==> config.mk <==
export PLATFORM = sky130hd
export DESIGN_NAME = segment_glue
export DESIGN_NICKNAME = d
export VERILOG_FILES = /design/src/glue_pkg.sv /design/src/activity_if.sv /design/src/activity_detect.sv /design/src/segment_glue.sv
export SDC_FILE = /design/constraint.sdc
export NUM_CORES = 1
export LEC_CHECK = 0
export BUFFER_PORTS_ARGS = -buffer_cell sky130_fd_sc_hd__clkbuf_2
export CELL_PAD_IN_SITES_DETAIL_PLACEMENT = 1
export CELL_PAD_IN_SITES_GLOBAL_PLACEMENT = 2
export CORE_MARGIN = 4
export CORE_UTILIZATION = 34
export CTS_CLUSTER_DIAMETER = 120
export DETAILED_ROUTE_END_ITERATION = 7
export PLACE_DENSITY = 0.86
export SLEW_MARGIN = 20
export SYNTH_ARGS = -nofsm -noshare
export SYNTH_HDL_FRONTEND = slang
export SYNTH_HIERARCHICAL = 1
export SYNTH_SLANG_ARGS = --single-unit
export TNS_END_PERCENT = 30
==> constraint.sdc <==
create_clock -name clk_i -period 1.8 [get_ports clk_i]
set_clock_uncertainty 0.1 [all_clocks]
set_input_delay 0.27 -clock clk_i [delete_from_list [all_inputs] [get_ports clk_i]]
set_output_delay 0.27 -clock clk_i [all_outputs]
set_load 0.01 [all_outputs]
==> src/glue_pkg.sv <==
// glue_pkg: constants and state types of the segment glue logic
// assumes a single 200 MHz board clock
package glue_pkg;

  // -----------------------------
  // clock and timing
  // -----------------------------
  localparam int CLK_KHZ = 200000;
  localparam int KICK_TIME_MS = 1600;
  localparam int KICK_CYCLES_DFLT = KICK_TIME_MS * CLK_KHZ;
  localparam int CNT_W = 32;

  // -----------------------------
  // widths and reset values
  // -----------------------------
  localparam int MUX_CH = 8;
  localparam int MUX_W = $clog2(MUX_CH);
  localparam int ADDR_W = 8;
  localparam int ACT_N = 4;
  localparam int ACT_KEEPALIVE = 0;
  localparam int ACT_BUS_ENA = 1;
  localparam int ACT_MD_RX = 2;
  localparam int ACT_MD_TX = 3;
  localparam logic RST_MD_EN = 1'b1;
  localparam logic RST_FP_EN = 1'b0;
  localparam logic RST_KICK = 1'b0;
  localparam logic RST_SUPPLY = 1'b0;
  localparam logic RST_RF = 1'b0;
  localparam logic [MUX_W-1:0] RST_MUX = 3'h0;
  localparam logic [MUX_W-1:0] MUX_INC = 3'h1;

  // -----------------------------
  // state of the top module
  // -----------------------------
  typedef struct packed {
    logic [CNT_W-1:0] tmr;
    logic alive;
    logic kick;
    logic supply;
    logic rf;
    logic md_en;
    logic fp_en;
    logic [MUX_W-1:0] mux;
    logic match;
  } glue_state_t;

endpackage : glue_pkg

==> src/activity_if.sv <==
// activity_if: carries per-line activity pulses between glue modules
// assumes both ends run on the board clock
`timescale 1ns/1ps
interface activity_if #(parameter int N = 4);
  logic [N-1:0] seen;
  modport src (output seen);
  modport dst (input seen);
endinterface : activity_if

==> src/activity_detect.sv <==
// activity_detect: flags level changes on microcontroller activity lines
// assumes lines are synchronous to clk_i
`timescale 1ns/1ps
module activity_detect #(
  parameter int N = 4
) (
  input wire logic clk_i,
  input wire logic rst_n_i,
  input wire logic ce_i,
  input wire logic [N-1:0] lines_i,
  activity_if.src act
);
  import glue_pkg::*;

  typedef struct packed {
    logic primed;
    logic [N-1:0] prev;
    logic [N-1:0] seen;
  } act_state_t;

  act_state_t st;
  act_state_t next_st;
  logic [N-1:0] edge_hit;

  // -----------------------------
  // per-line change detect
  // -----------------------------
  for (genvar g = 0; g < N; g++) begin : g_line
    assign edge_hit[g] = st.primed & (lines_i[g] ^ st.prev[g]);
  end

  always_comb begin
    next_st = st;
    next_st.primed = 1'b1;
    next_st.prev = lines_i;
    next_st.seen = edge_hit;
  end

  always_ff @(posedge clk_i or negedge rst_n_i) begin
    if (!rst_n_i) begin
      st <= '0;
    end else if (ce_i) begin
      st <= next_st;
    end
  end

  assign act.seen = st.seen;

endmodule : activity_detect

==> src/segment_glue.sv <==
// segment_glue: watchdog service, supply gating, rf switch, serial select
// assumes one board clock and inputs synchronous to it
`timescale 1ns/1ps

// Behaviour
// - on stall, supervisor nmi low is passed on to the microcontroller
// - normally reset and nmi lines to the microcontroller stay high
// - keepalive toggle, bus enable or multidrop activity all mean alive
// - while alive, kick output toggles once every 1.6 s
// - with routing jumper fitted this logic sources the kick toggles
// - microcontroller request drives the drain supply enable output
// - supply enable granted only when standby and interlocks allow it
// - any unsafe condition forces the supply enable output low
// - rf switch high in transmit state, else terminated
// - multidrop driver enabled after reset
// - front-panel driver disabled after reset
// - front select low enables front port and disables multidrop port
// - both ports carry the mcu transmit data; mcu receive comes only from the enabled port
// - only frames addressed to the node address switch are accepted
// - analog mux steps through 8 drain-current channels on request
module segment_glue #(
  parameter int KICK_CYCLES = glue_pkg::KICK_CYCLES_DFLT
) (
  input wire logic clk_i,
  input wire logic nrst_i,
  input wire logic ce_i,
  input wire logic mcu_keepalive_pin_i,
  input wire logic mcu_bus_driver_enable_i,
  input wire logic multidrop_rx_i,
  input wire logic mcu_tx_i,
  input wire logic front_rx_i,
  input wire logic watchdog_route_jumper_i,
  input wire logic supervisor_nmi_n_i,
  input wire logic supervisor_reset_n_i,
  input wire logic mcu_supply_request_i,
  input wire logic standby_i,
  input wire logic gate_interlock_ok_i,
  input wire logic unsafe_detect_i,
  input wire logic transmit_state_i,
  input wire logic front_port_select_n_i,
  input wire logic [glue_pkg::ADDR_W-1:0] node_address_switch_i,
  input wire logic [glue_pkg::ADDR_W-1:0] frame_addr_i,
  input wire logic frame_addr_valid_i,
  input wire logic mux_step_i,
  input wire logic mux_load_i,
  input wire logic [glue_pkg::MUX_W-1:0] mux_value_i,
  output logic supervisor_kick_o,
  output logic supervisor_kick_oe_o,
  output logic nonmaskable_irq_n_o,
  output logic mcu_reset_n_o,
  output logic drain_supply_enable_out_o,
  output logic rf_path_switch_o,
  output logic multidrop_driver_enable_o,
  output logic front_port_driver_enable_o,
  output logic multidrop_tx_o,
  output logic front_tx_o,
  output logic mcu_rx_o,
  output logic addr_match_o,
  output logic [glue_pkg::MUX_W-1:0] mux_select_o
);
  import glue_pkg::*;

  localparam logic [CNT_W-1:0] KICK_LAST = CNT_W'(KICK_CYCLES - 1);

  logic rst_meta;
  logic rst_n;
  glue_state_t st;
  glue_state_t next_st;
  logic expire;
  logic any_seen;
  logic safe;

  activity_if #(.N(ACT_N)) act ();

  // -----------------------------
  // reset release
  // -----------------------------
  always_ff @(posedge clk_i or negedge nrst_i) begin
    if (!nrst_i) begin
      rst_meta <= 1'b0;
      rst_n <= 1'b0;
    end else begin
      rst_meta <= 1'b1;
      rst_n <= rst_meta;
    end
  end

  // -----------------------------
  // activity detection
  // -----------------------------
  activity_detect #(.N(ACT_N)) u_act (
    .clk_i(clk_i),
    .rst_n_i(rst_n),
    .ce_i(ce_i),
    .lines_i({mcu_tx_i, multidrop_rx_i, mcu_bus_driver_enable_i, mcu_keepalive_pin_i}),
    .act(act.src)
  );

  // -----------------------------
  // next state
  // -----------------------------
  assign expire = (st.tmr == KICK_LAST);
  assign any_seen = |act.seen;
  assign safe = !standby_i && gate_interlock_ok_i && !unsafe_detect_i;

  always_comb begin
    next_st = st;
    // kick interval counter
    if (expire) begin
      next_st.tmr = '0;
    end else begin
      next_st.tmr = st.tmr + CNT_W'(1);
    end
    // alive flag, new activity wins over the clear
    if (any_seen) begin
      next_st.alive = 1'b1;
    end else if (expire) begin
      next_st.alive = 1'b0;
    end
    // kick toggle once per interval while alive
    if (expire && st.alive && watchdog_route_jumper_i) begin
      next_st.kick = !st.kick;
    end
    // drain supply gating
    next_st.supply = mcu_supply_request_i && safe;
    // rf input switch
    next_st.rf = transmit_state_i;
    // serial port choice
    next_st.md_en = front_port_select_n_i;
    next_st.fp_en = !front_port_select_n_i;
    // analog mux channel
    if (mux_load_i) begin
      next_st.mux = mux_value_i;
    end else if (mux_step_i) begin
      next_st.mux = st.mux + MUX_INC;
    end
    // node address filter
    next_st.match = frame_addr_valid_i && (frame_addr_i == node_address_switch_i);
  end

  // -----------------------------
  // state register
  // -----------------------------
  always_ff @(posedge clk_i or negedge rst_n) begin
    if (!rst_n) begin
      st.tmr <= '0;
      st.alive <= 1'b0;
      st.kick <= RST_KICK;
      st.supply <= RST_SUPPLY;
      st.rf <= RST_RF;
      st.md_en <= RST_MD_EN;
      st.fp_en <= RST_FP_EN;
      st.mux <= RST_MUX;
      st.match <= 1'b0;
    end else if (ce_i) begin
      st <= next_st;
    end
  end

  // -----------------------------
  // outputs
  // -----------------------------
  assign supervisor_kick_o = st.kick;
  assign supervisor_kick_oe_o = watchdog_route_jumper_i;
  assign nonmaskable_irq_n_o = supervisor_nmi_n_i;
  assign mcu_reset_n_o = supervisor_reset_n_i;
  assign drain_supply_enable_out_o = st.supply;
  assign rf_path_switch_o = st.rf;
  assign multidrop_driver_enable_o = st.md_en;
  assign front_port_driver_enable_o = st.fp_en;
  assign multidrop_tx_o = mcu_tx_i;
  assign front_tx_o = mcu_tx_i;
  assign mcu_rx_o = st.fp_en ? front_rx_i : multidrop_rx_i;
  assign addr_match_o = st.match;
  assign mux_select_o = st.mux;

  // -----------------------------
  // assertions
  // -----------------------------
  property p_kick_on_expiry;
    @(posedge clk_i) disable iff (!rst_n)
      (ce_i && !(expire && st.alive && watchdog_route_jumper_i)) |=> $stable(supervisor_kick_o);
  endproperty
  a_kick_on_expiry: assert property (p_kick_on_expiry)
    else $error("kick changed outside an interval end");

  property p_kick_toggles;
    @(posedge clk_i) disable iff (!rst_n)
      (ce_i && expire && st.alive && watchdog_route_jumper_i) |=> (supervisor_kick_o != $past(supervisor_kick_o));
  endproperty
  a_kick_toggles: assert property (p_kick_toggles)
    else $error("kick missed a toggle while alive");

  property p_alive_set;
    @(posedge clk_i) disable iff (!rst_n)
      (ce_i && any_seen) |=> st.alive;
  endproperty
  a_alive_set: assert property (p_alive_set)
    else $error("activity did not mark alive");

  property p_tmr_bound;
    @(posedge clk_i) disable iff (!rst_n)
      st.tmr <= KICK_LAST;
  endproperty
  a_tmr_bound: assert property (p_tmr_bound)
    else $error("interval counter beyond its count");

  property p_nmi_pass;
    @(posedge clk_i) disable iff (!rst_n)
      (nonmaskable_irq_n_o == supervisor_nmi_n_i) && (mcu_reset_n_o == supervisor_reset_n_i);
  endproperty
  a_nmi_pass: assert property (p_nmi_pass)
    else $error("supervisor lines not passed on");

  property p_supply_unsafe;
    @(posedge clk_i) disable iff (!rst_n)
      (ce_i && (standby_i || !gate_interlock_ok_i || unsafe_detect_i)) |=> !drain_supply_enable_out_o;
  endproperty
  a_supply_unsafe: assert property (p_supply_unsafe)
    else $error("supply enabled while unsafe");

  property p_supply_grant;
    @(posedge clk_i) disable iff (!rst_n)
      (ce_i && mcu_supply_request_i && safe) |=> drain_supply_enable_out_o;
  endproperty
  a_supply_grant: assert property (p_supply_grant)
    else $error("safe request not granted");

  property p_rf_follow;
    @(posedge clk_i) disable iff (!rst_n)
      ce_i |=> (rf_path_switch_o == $past(transmit_state_i));
  endproperty
  a_rf_follow: assert property (p_rf_follow)
    else $error("rf switch does not follow transmit state");

  property p_port_select;
    @(posedge clk_i) disable iff (!rst_n)
      (ce_i && !front_port_select_n_i) |=> (front_port_driver_enable_o && !multidrop_driver_enable_o);
  endproperty
  a_port_select: assert property (p_port_select)
    else $error("front select did not swap ports");

  property p_port_excl;
    @(posedge clk_i) disable iff (!rst_n)
      multidrop_driver_enable_o != front_port_driver_enable_o;
  endproperty
  a_port_excl: assert property (p_port_excl)
    else $error("serial ports not exclusive");

  property p_rx_path;
    @(posedge clk_i) disable iff (!rst_n)
      mcu_rx_o == (front_port_driver_enable_o ? front_rx_i : multidrop_rx_i);
  endproperty
  a_rx_path: assert property (p_rx_path)
    else $error("receive path from wrong port");

  property p_addr_match;
    @(posedge clk_i) disable iff (!rst_n)
      (ce_i && frame_addr_valid_i && (frame_addr_i != node_address_switch_i)) |=> !addr_match_o;
  endproperty
  a_addr_match: assert property (p_addr_match)
    else $error("foreign address accepted");

  property p_mux_step;
    @(posedge clk_i) disable iff (!rst_n)
      (ce_i && mux_step_i && !mux_load_i) |=> (mux_select_o == $past(mux_select_o) + MUX_INC);
  endproperty
  a_mux_step: assert property (p_mux_step)
    else $error("mux did not step");

  property p_freeze;
    @(posedge clk_i) disable iff (!rst_n)
      !ce_i |=> ($stable(mux_select_o) && $stable(supervisor_kick_o) && $stable(drain_supply_enable_out_o));
  endproperty
  a_freeze: assert property (p_freeze)
    else $error("state moved with clock enable low");

  property p_addr_own;
    @(posedge clk_i) disable iff (!rst_n)
      (ce_i && frame_addr_valid_i && (frame_addr_i == node_address_switch_i)) |=> addr_match_o;
  endproperty
  a_addr_own: assert property (p_addr_own)
    else $error("own address not matched");

  property p_mux_load;
    @(posedge clk_i) disable iff (!rst_n)
      (ce_i && mux_load_i) |=> (mux_select_o == $past(mux_value_i));
  endproperty
  a_mux_load: assert property (p_mux_load)
    else $error("mux did not load requested channel");

  property p_alive_clear;
    @(posedge clk_i) disable iff (!rst_n)
      (ce_i && expire && !any_seen) |=> !st.alive;
  endproperty
  a_alive_clear: assert property (p_alive_clear)
    else $error("alive kept over a quiet interval");

  property p_port_default;
    @(posedge clk_i) disable iff (!rst_n)
      (ce_i && front_port_select_n_i) |=> (multidrop_driver_enable_o && !front_port_driver_enable_o);
  endproperty
  a_port_default: assert property (p_port_default)
    else $error("multidrop port not enabled");

  c_kick: cover property (@(posedge clk_i) disable iff (!rst_n) $changed(supervisor_kick_o));
  c_front: cover property (@(posedge clk_i) disable iff (!rst_n) $rose(front_port_driver_enable_o));
  c_supply: cover property (@(posedge clk_i) disable iff (!rst_n) $fell(drain_supply_enable_out_o));
  c_match: cover property (@(posedge clk_i) disable iff (!rst_n) addr_match_o);
  c_mux_wrap: cover property (@(posedge clk_i) disable iff (!rst_n) $changed(mux_select_o) && (mux_select_o == RST_MUX));

endmodule : segment_glue

Yosys cells after proc, flatten, opt, wreduce, memory -nomap -nowiden:

Index checks and enable logic that the tools add are counted.
W data, S select, Z words.

* logic and storage cells: 48
* memories: 0
* output and inout port bits: 15
* bits in latches: 0
* memory bits (writable): 0
* bits in read-only memories: 0
* flip-flop bits (word level): 53

* shift-type cells: 0
* equality and inequality tests: 2
* divide/modulo/power cells: 0
* order comparisons: 0
* add/sub/neg operators: 2
* multiplexer cells: 6
* bitwise operators: 8
* reductions and logical operators: 16
* multipliers: 0

Operators by type and width (number)
* $add A32 B1 Y32 const B: 1
* $eq A32 B29 Y1 const B: 1
* $mux W32: 1
* $eq A8 B8 Y1: 1
* $logic_and A1 B1 Y1: 6
* $mux W3: 2
* $reduce_and A2 Y1: 3
* $and A1 B1 Y1: 4
* $logic_not A1 Y1: 4
* $reduce_bool A2 Y1: 2
* $reduce_or A4 Y1: 1
* $xor A1 B1 Y1: 4
* $add A3 B1 Y3 const B: 1
* $mux W1: 3

Longest topological paths before layout:

* word-level depth: 4
* depth in mapped cells: 7

Hierarchy:

The synthesis kept the hierarchy.

Modules (own cells, without submodules)
* segment_glue: area each 2337.2 um^2, cells an instance 238, sequential area each 1102.3 um^2, instances 1
* activity_detect: area each 411.6 um^2, cells an instance 32, sequential area each 225.2 um^2, instances 1

Worst setup path before layout:

OpenSTA, ideal clock, no wires.

* path kind: reg2reg
* from: register st[31] in the netlist's numbering
* to: register st[10] in the netlist's numbering
* slack: 45 ps
* data arrival time: 1516 ps
* data required time: 1562 ps
* path buffers: 0
* cell stages (with the launch flop): 6
* cell sequence: dfrtp_1 -> or4_4 -> nor3b_2 -> nand2_1 -> o21ai_0 -> mux2i_1

* word-level cells in the longest chain between the ends: 2

RTL lines
* start: declaration: RTL line segment_glue.sv:67 `glue_state_t st;`
* start signal: assignment: RTL line segment_glue.sv:156 `st <= next_st;`
* $eq A32 B29 Y1: RTL line segment_glue.sv:102 `assign expire = (st.tmr == KICK_LAST);`
* $mux W32: RTL line segment_glue.sv:109 `if (expire) begin`

Every way passes these cells.
A chain may end at the register's enable or synchronous reset.

Worst setup path in the final report:

* from: register st[31] in the netlist's numbering
* to: register st (netlist bit supervisor_kick_o)

* word-level cells in the longest chain between the ends: 4

RTL lines
* $eq A32 B29 Y1: RTL line segment_glue.sv:102
* $logic_and A1 B1 Y1 (2 in series): RTL line segment_glue.sv:121 `if (expire && st.alive && watchdog_route_jumper_i) begin`
* $reduce_and A2 Y1 (no source line)

Every way passes these cells.

==> flow_metrics.py <==
metrics = {
    "pwr": {
        "switching_share_pct": 28.7,
        "combPwrFrac_pct": 17.9,
        "p_sw_uw": 736,
        "vdd_ir_drop_max_v": 0.000349,
        "p_leak_nw": 1.62,
        "p_per_area_nw_per_um2": 731,
        "p_int_mw": 1.82,
        "p_seq_share_pct": 54.2,
        "clockPowerShare_pct": 27.9,
        "finalPower_mw": 2.56,
    },
    "setup_path": {
        "arrival_ps": 2000,
        "worstSetupPathType": "register to register",
        "crit_buf_inv": 0,
        "critical_path_depth": 5,
        "crit_chain": "or4_4 > nor2_1 > nand3_4 > nor3_2 > xor2_1",
        "r2r_cells": 5,
        "cp-start-kind": "register",
        "crit_required_ps": 1950,
        "cpPeakStageDelay_ps": 570,
        "path_delay_family": "simple AND/OR/NAND/NOR gates",
        "cpMaxStageDelayCell": "or4_4",
        "critPathCaptureType": "register",
        "worstPathMaxFanout": 6,
        "reg2reg_slack_ps": -60,
    },
    "routing": {
        "ant_nets": 0,
        "drc": 0,
        "num_vias": 2273,
        "first_pass_iters": 4,
        "drt-wirelength-per-cell_um": 15.8,
        "first_iter_violations": 88,
        "wl_mm": 7.15,
        "viasPerCell": 5.02,
    },
    "finish": {
        "n_antenna_cell": 0,
        "fin_cells": 453,
        "seqCellArea_um2": 1330,
        "nNetsFinal": 391,
        "layout-drive-gt1-share_pct": 37.9,
        "synthToLayoutAreaGrowth_pct": 27.5,
        "fill_cells": 906,
        "multi_input_area_um2": 1320,
    },
    "place": {
        "numPortBuffers": 49,
        "placed_cells": 443,
        "gp_congestion": 0.831,
        "hpwl_mm": 5.52,
    },
    "logic_synthesis": {
        "syn_nets": 311,
        "synth_simple_gate_area_share_pct": 21.2,
        "synth_edf_count": 0,
        "ys_warn_count": 6,
        "netlist_area_um2": 2750,
        "yosys.area_share.adder_pct": 0.910,
        "ys_seq_area_share_pct": 48.3,
        "ys_ff_latch": 53,
        "avgSynthCellArea_um2": 10.2,
        "async_flop_share_pct": 100,
        "syn_inst": 270,
        "synth_xor_area_share_pct": 10.2,
        "ys_types": 47,
        "synth-compound-area-share_pct": 8.56,
        "synth_mux_area_share_pct": 4.19,
        "synth_top_family_by_area": "simple AND/OR/NAND/NOR gates",
        "synth_flop_cell": "dfrtp_1",
    },
    "timing": {
        "drv_slew": 0,
        "finalHoldViolations": 0,
        "layout_worst_path_cycle_share_pct": 103,
        "fmax_ghz": 0.539,
        "setup-violations-final": 8,
        "period_needed_ps": 1860,
        "fin_ws_ps": -55.1,
        "finalSetupTns_ps": -167,
        "rsz0062_at_grt": "true",
    },
    "global_route": {
        "grt_pass1_wl_mm": 12.0,
        "grt_max_degree": 26,
        "antenna_found_initial": 0,
        "grt_pass1_vias": 2506,
        "grt_use_total_pct": 15.4,
        "overflow": 0,
    },
    "cts": {
        "cts_inserted_buffers": 5,
        "cts_tree": "built",
        "htree_levels": 2,
        "cts_root_buf": "clkbuf_8",
        "clock_latency_ps": 320,
        "cts_sinks": 53,
        "clockBufferDepth": 2,
        "clk_pin_slew_worst_paths_ps": 110,
    },
    "floorplan": {
        "design.die.area_um2": 9590,
        "start_util_pct": 35.2,
        "fp-row-count": 32,
        "core_um2": 7810,
        "die_x_um": 97.9,
        "pin_count": 54,
        "die_h_um": 97.9,
    },
    "hold_path": {
        "hold_path_depth": 2,
        "hold_class": "primary input to register",
    },
    "run_status": {
        "violations": "negative setup slack",
        "status": "finished, violations left",
    },
    "flow_run": {
        "max-cap-violations": 0,
    },
}
-- power by group through the flow --
stage,clock [mW],sequential [mW],combinational (mW)
floorplan,0,1.41,0.273
detailed placement,0,1.41,0.458
global route,0.793,1.40,0.508
CTS,0.745,1.39,0.467
global placement,0,1.40,0.441
finish,0.714,1.39,0.459
-- cells by family after synthesis --
family          Yosys count
compound gates           39
xor+xnor                 32
fa+ha+maj                 2
buf+inv                  32
flops                    53
mux                       9
other cells               1
simple gates            102
-- final cells by class --
cell class,instances,area share (%)
Clock buffer,5,1.96
Clock inverter,3,0.714
Inverter,13,1.39
Multi-Input combinational cell,185,37.7
Sequential cell,53,38.0
Tap cell,102,3.64
Timing Repair Buffer,92,16.6
-- placed cells by master, fill, tap and decap left out, types with 3 or more instances in the layout --
cell,n
dfrtp_1,49
clkbuf_2,49
buf_4,41
xnor2_1,26
nand2_1,23
nor2_1,16
nand3_1,14
inv_1,13
nand4_1,10
a21oi_1,8
o22ai_1,8
o21ai_0,6
nor3_1,6
xor2_1,6
o21ai_1,5
clkbuf_8,5
mux2_2,4
mux2_4,4
and3_1,3
nor4_1,3
o211ai_1,3
nor3_2,3
a31oi_1,3
dfrtp_2,3
-- cells in the mapped netlist, drive strengths merged, types with 2 or more instances --
library cell	n	area share [%]
a21oi	9	1.6
a22o	2	0.64
a31oi	3	0.68
and3	3	0.68
buf	18	4.6
dfrtp	52	47
ha	2	0.91
inv	13	1.8
mux2	8	3.8
nand2	24	3.3
nand3	16	3.1
nand4	12	3.2
nor2	17	2.4
nor3	10	2.6
nor4	6	1.6
o211ai	3	0.82
o21ai	11	2.0
o22ai	8	1.8
or2	2	0.46
or3	3	0.86
or4	2	0.82
xnor2	26	8.3
xor2	6	1.9
-- flip-flops by register name, indices dropped and copies added (netlist names) --
register / cells
addr_match_o: 1
drain_supply_enable_out_o: 1
front_port_driver_enable_o: 1
multidrop_driver_enable_o: 1
mux_select_o: 3
rf_path_switch_o: 1
rst_meta: 1
rst_n: 1
st: 33
supervisor_kick_o: 1
u_act/act.seen: 4
u_act/st: 5
-- path summary, 6_finish.rpt --
| check | start | to |
|---|---|---|
| max in group asynchronous | rst_n | st[10] |
| min in group asynchronous | rst_n | st[26] |
| hold / removal | front_port_select_n_i | front_port_driver_enable_o |
| hold reg to reg | rst_n | st[26] |
| setup reg to reg | st[31] | supervisor_kick_o |
| setup / recovery | st[31] | supervisor_kick_o |
-- routing by layer --
| layer | track usage, % | wire length, µm | vias up | share of wire [%] |
|---|---|---|---|---|
| met5 | 0 | 0 | - | 0 |
| met4 | 4.79 | 104 | 0 | 1.5 |
| met3 | 3.50 | 332 | 8 | 4.6 |
| met2 | 26.5 | 3670 | 49 | 51 |
| met1 | 19.2 | 3040 | 1114 | 43 |
| li1 | - | - | 1102 | - |
-- through the flow --
step	util (%)	cell area [µm²]	hold slack, ps	worst slack (ps)
floorplan	-	2750	-126	45.5
global placement	42.4	3310	-43.3	-42.9
detailed placement	42.4	3310	-41.4	-97.7
CTS	44.4	3470	61.0	-65.6
global route	44.9	3500	54.9	-170
finish	44.9	3500	63.9	-55.1
-- what timing repair did --
action	4_1_cts	5_1_grt
setup endpoints to repair	16	27
buffers inserted	0	1
pin swaps	5	4
hold buffers	1	0
hold endpoints to repair	2	0
resized for setup	13	9
cloned	0	0
No activity file was read; power rests on OpenSTA's default activity.
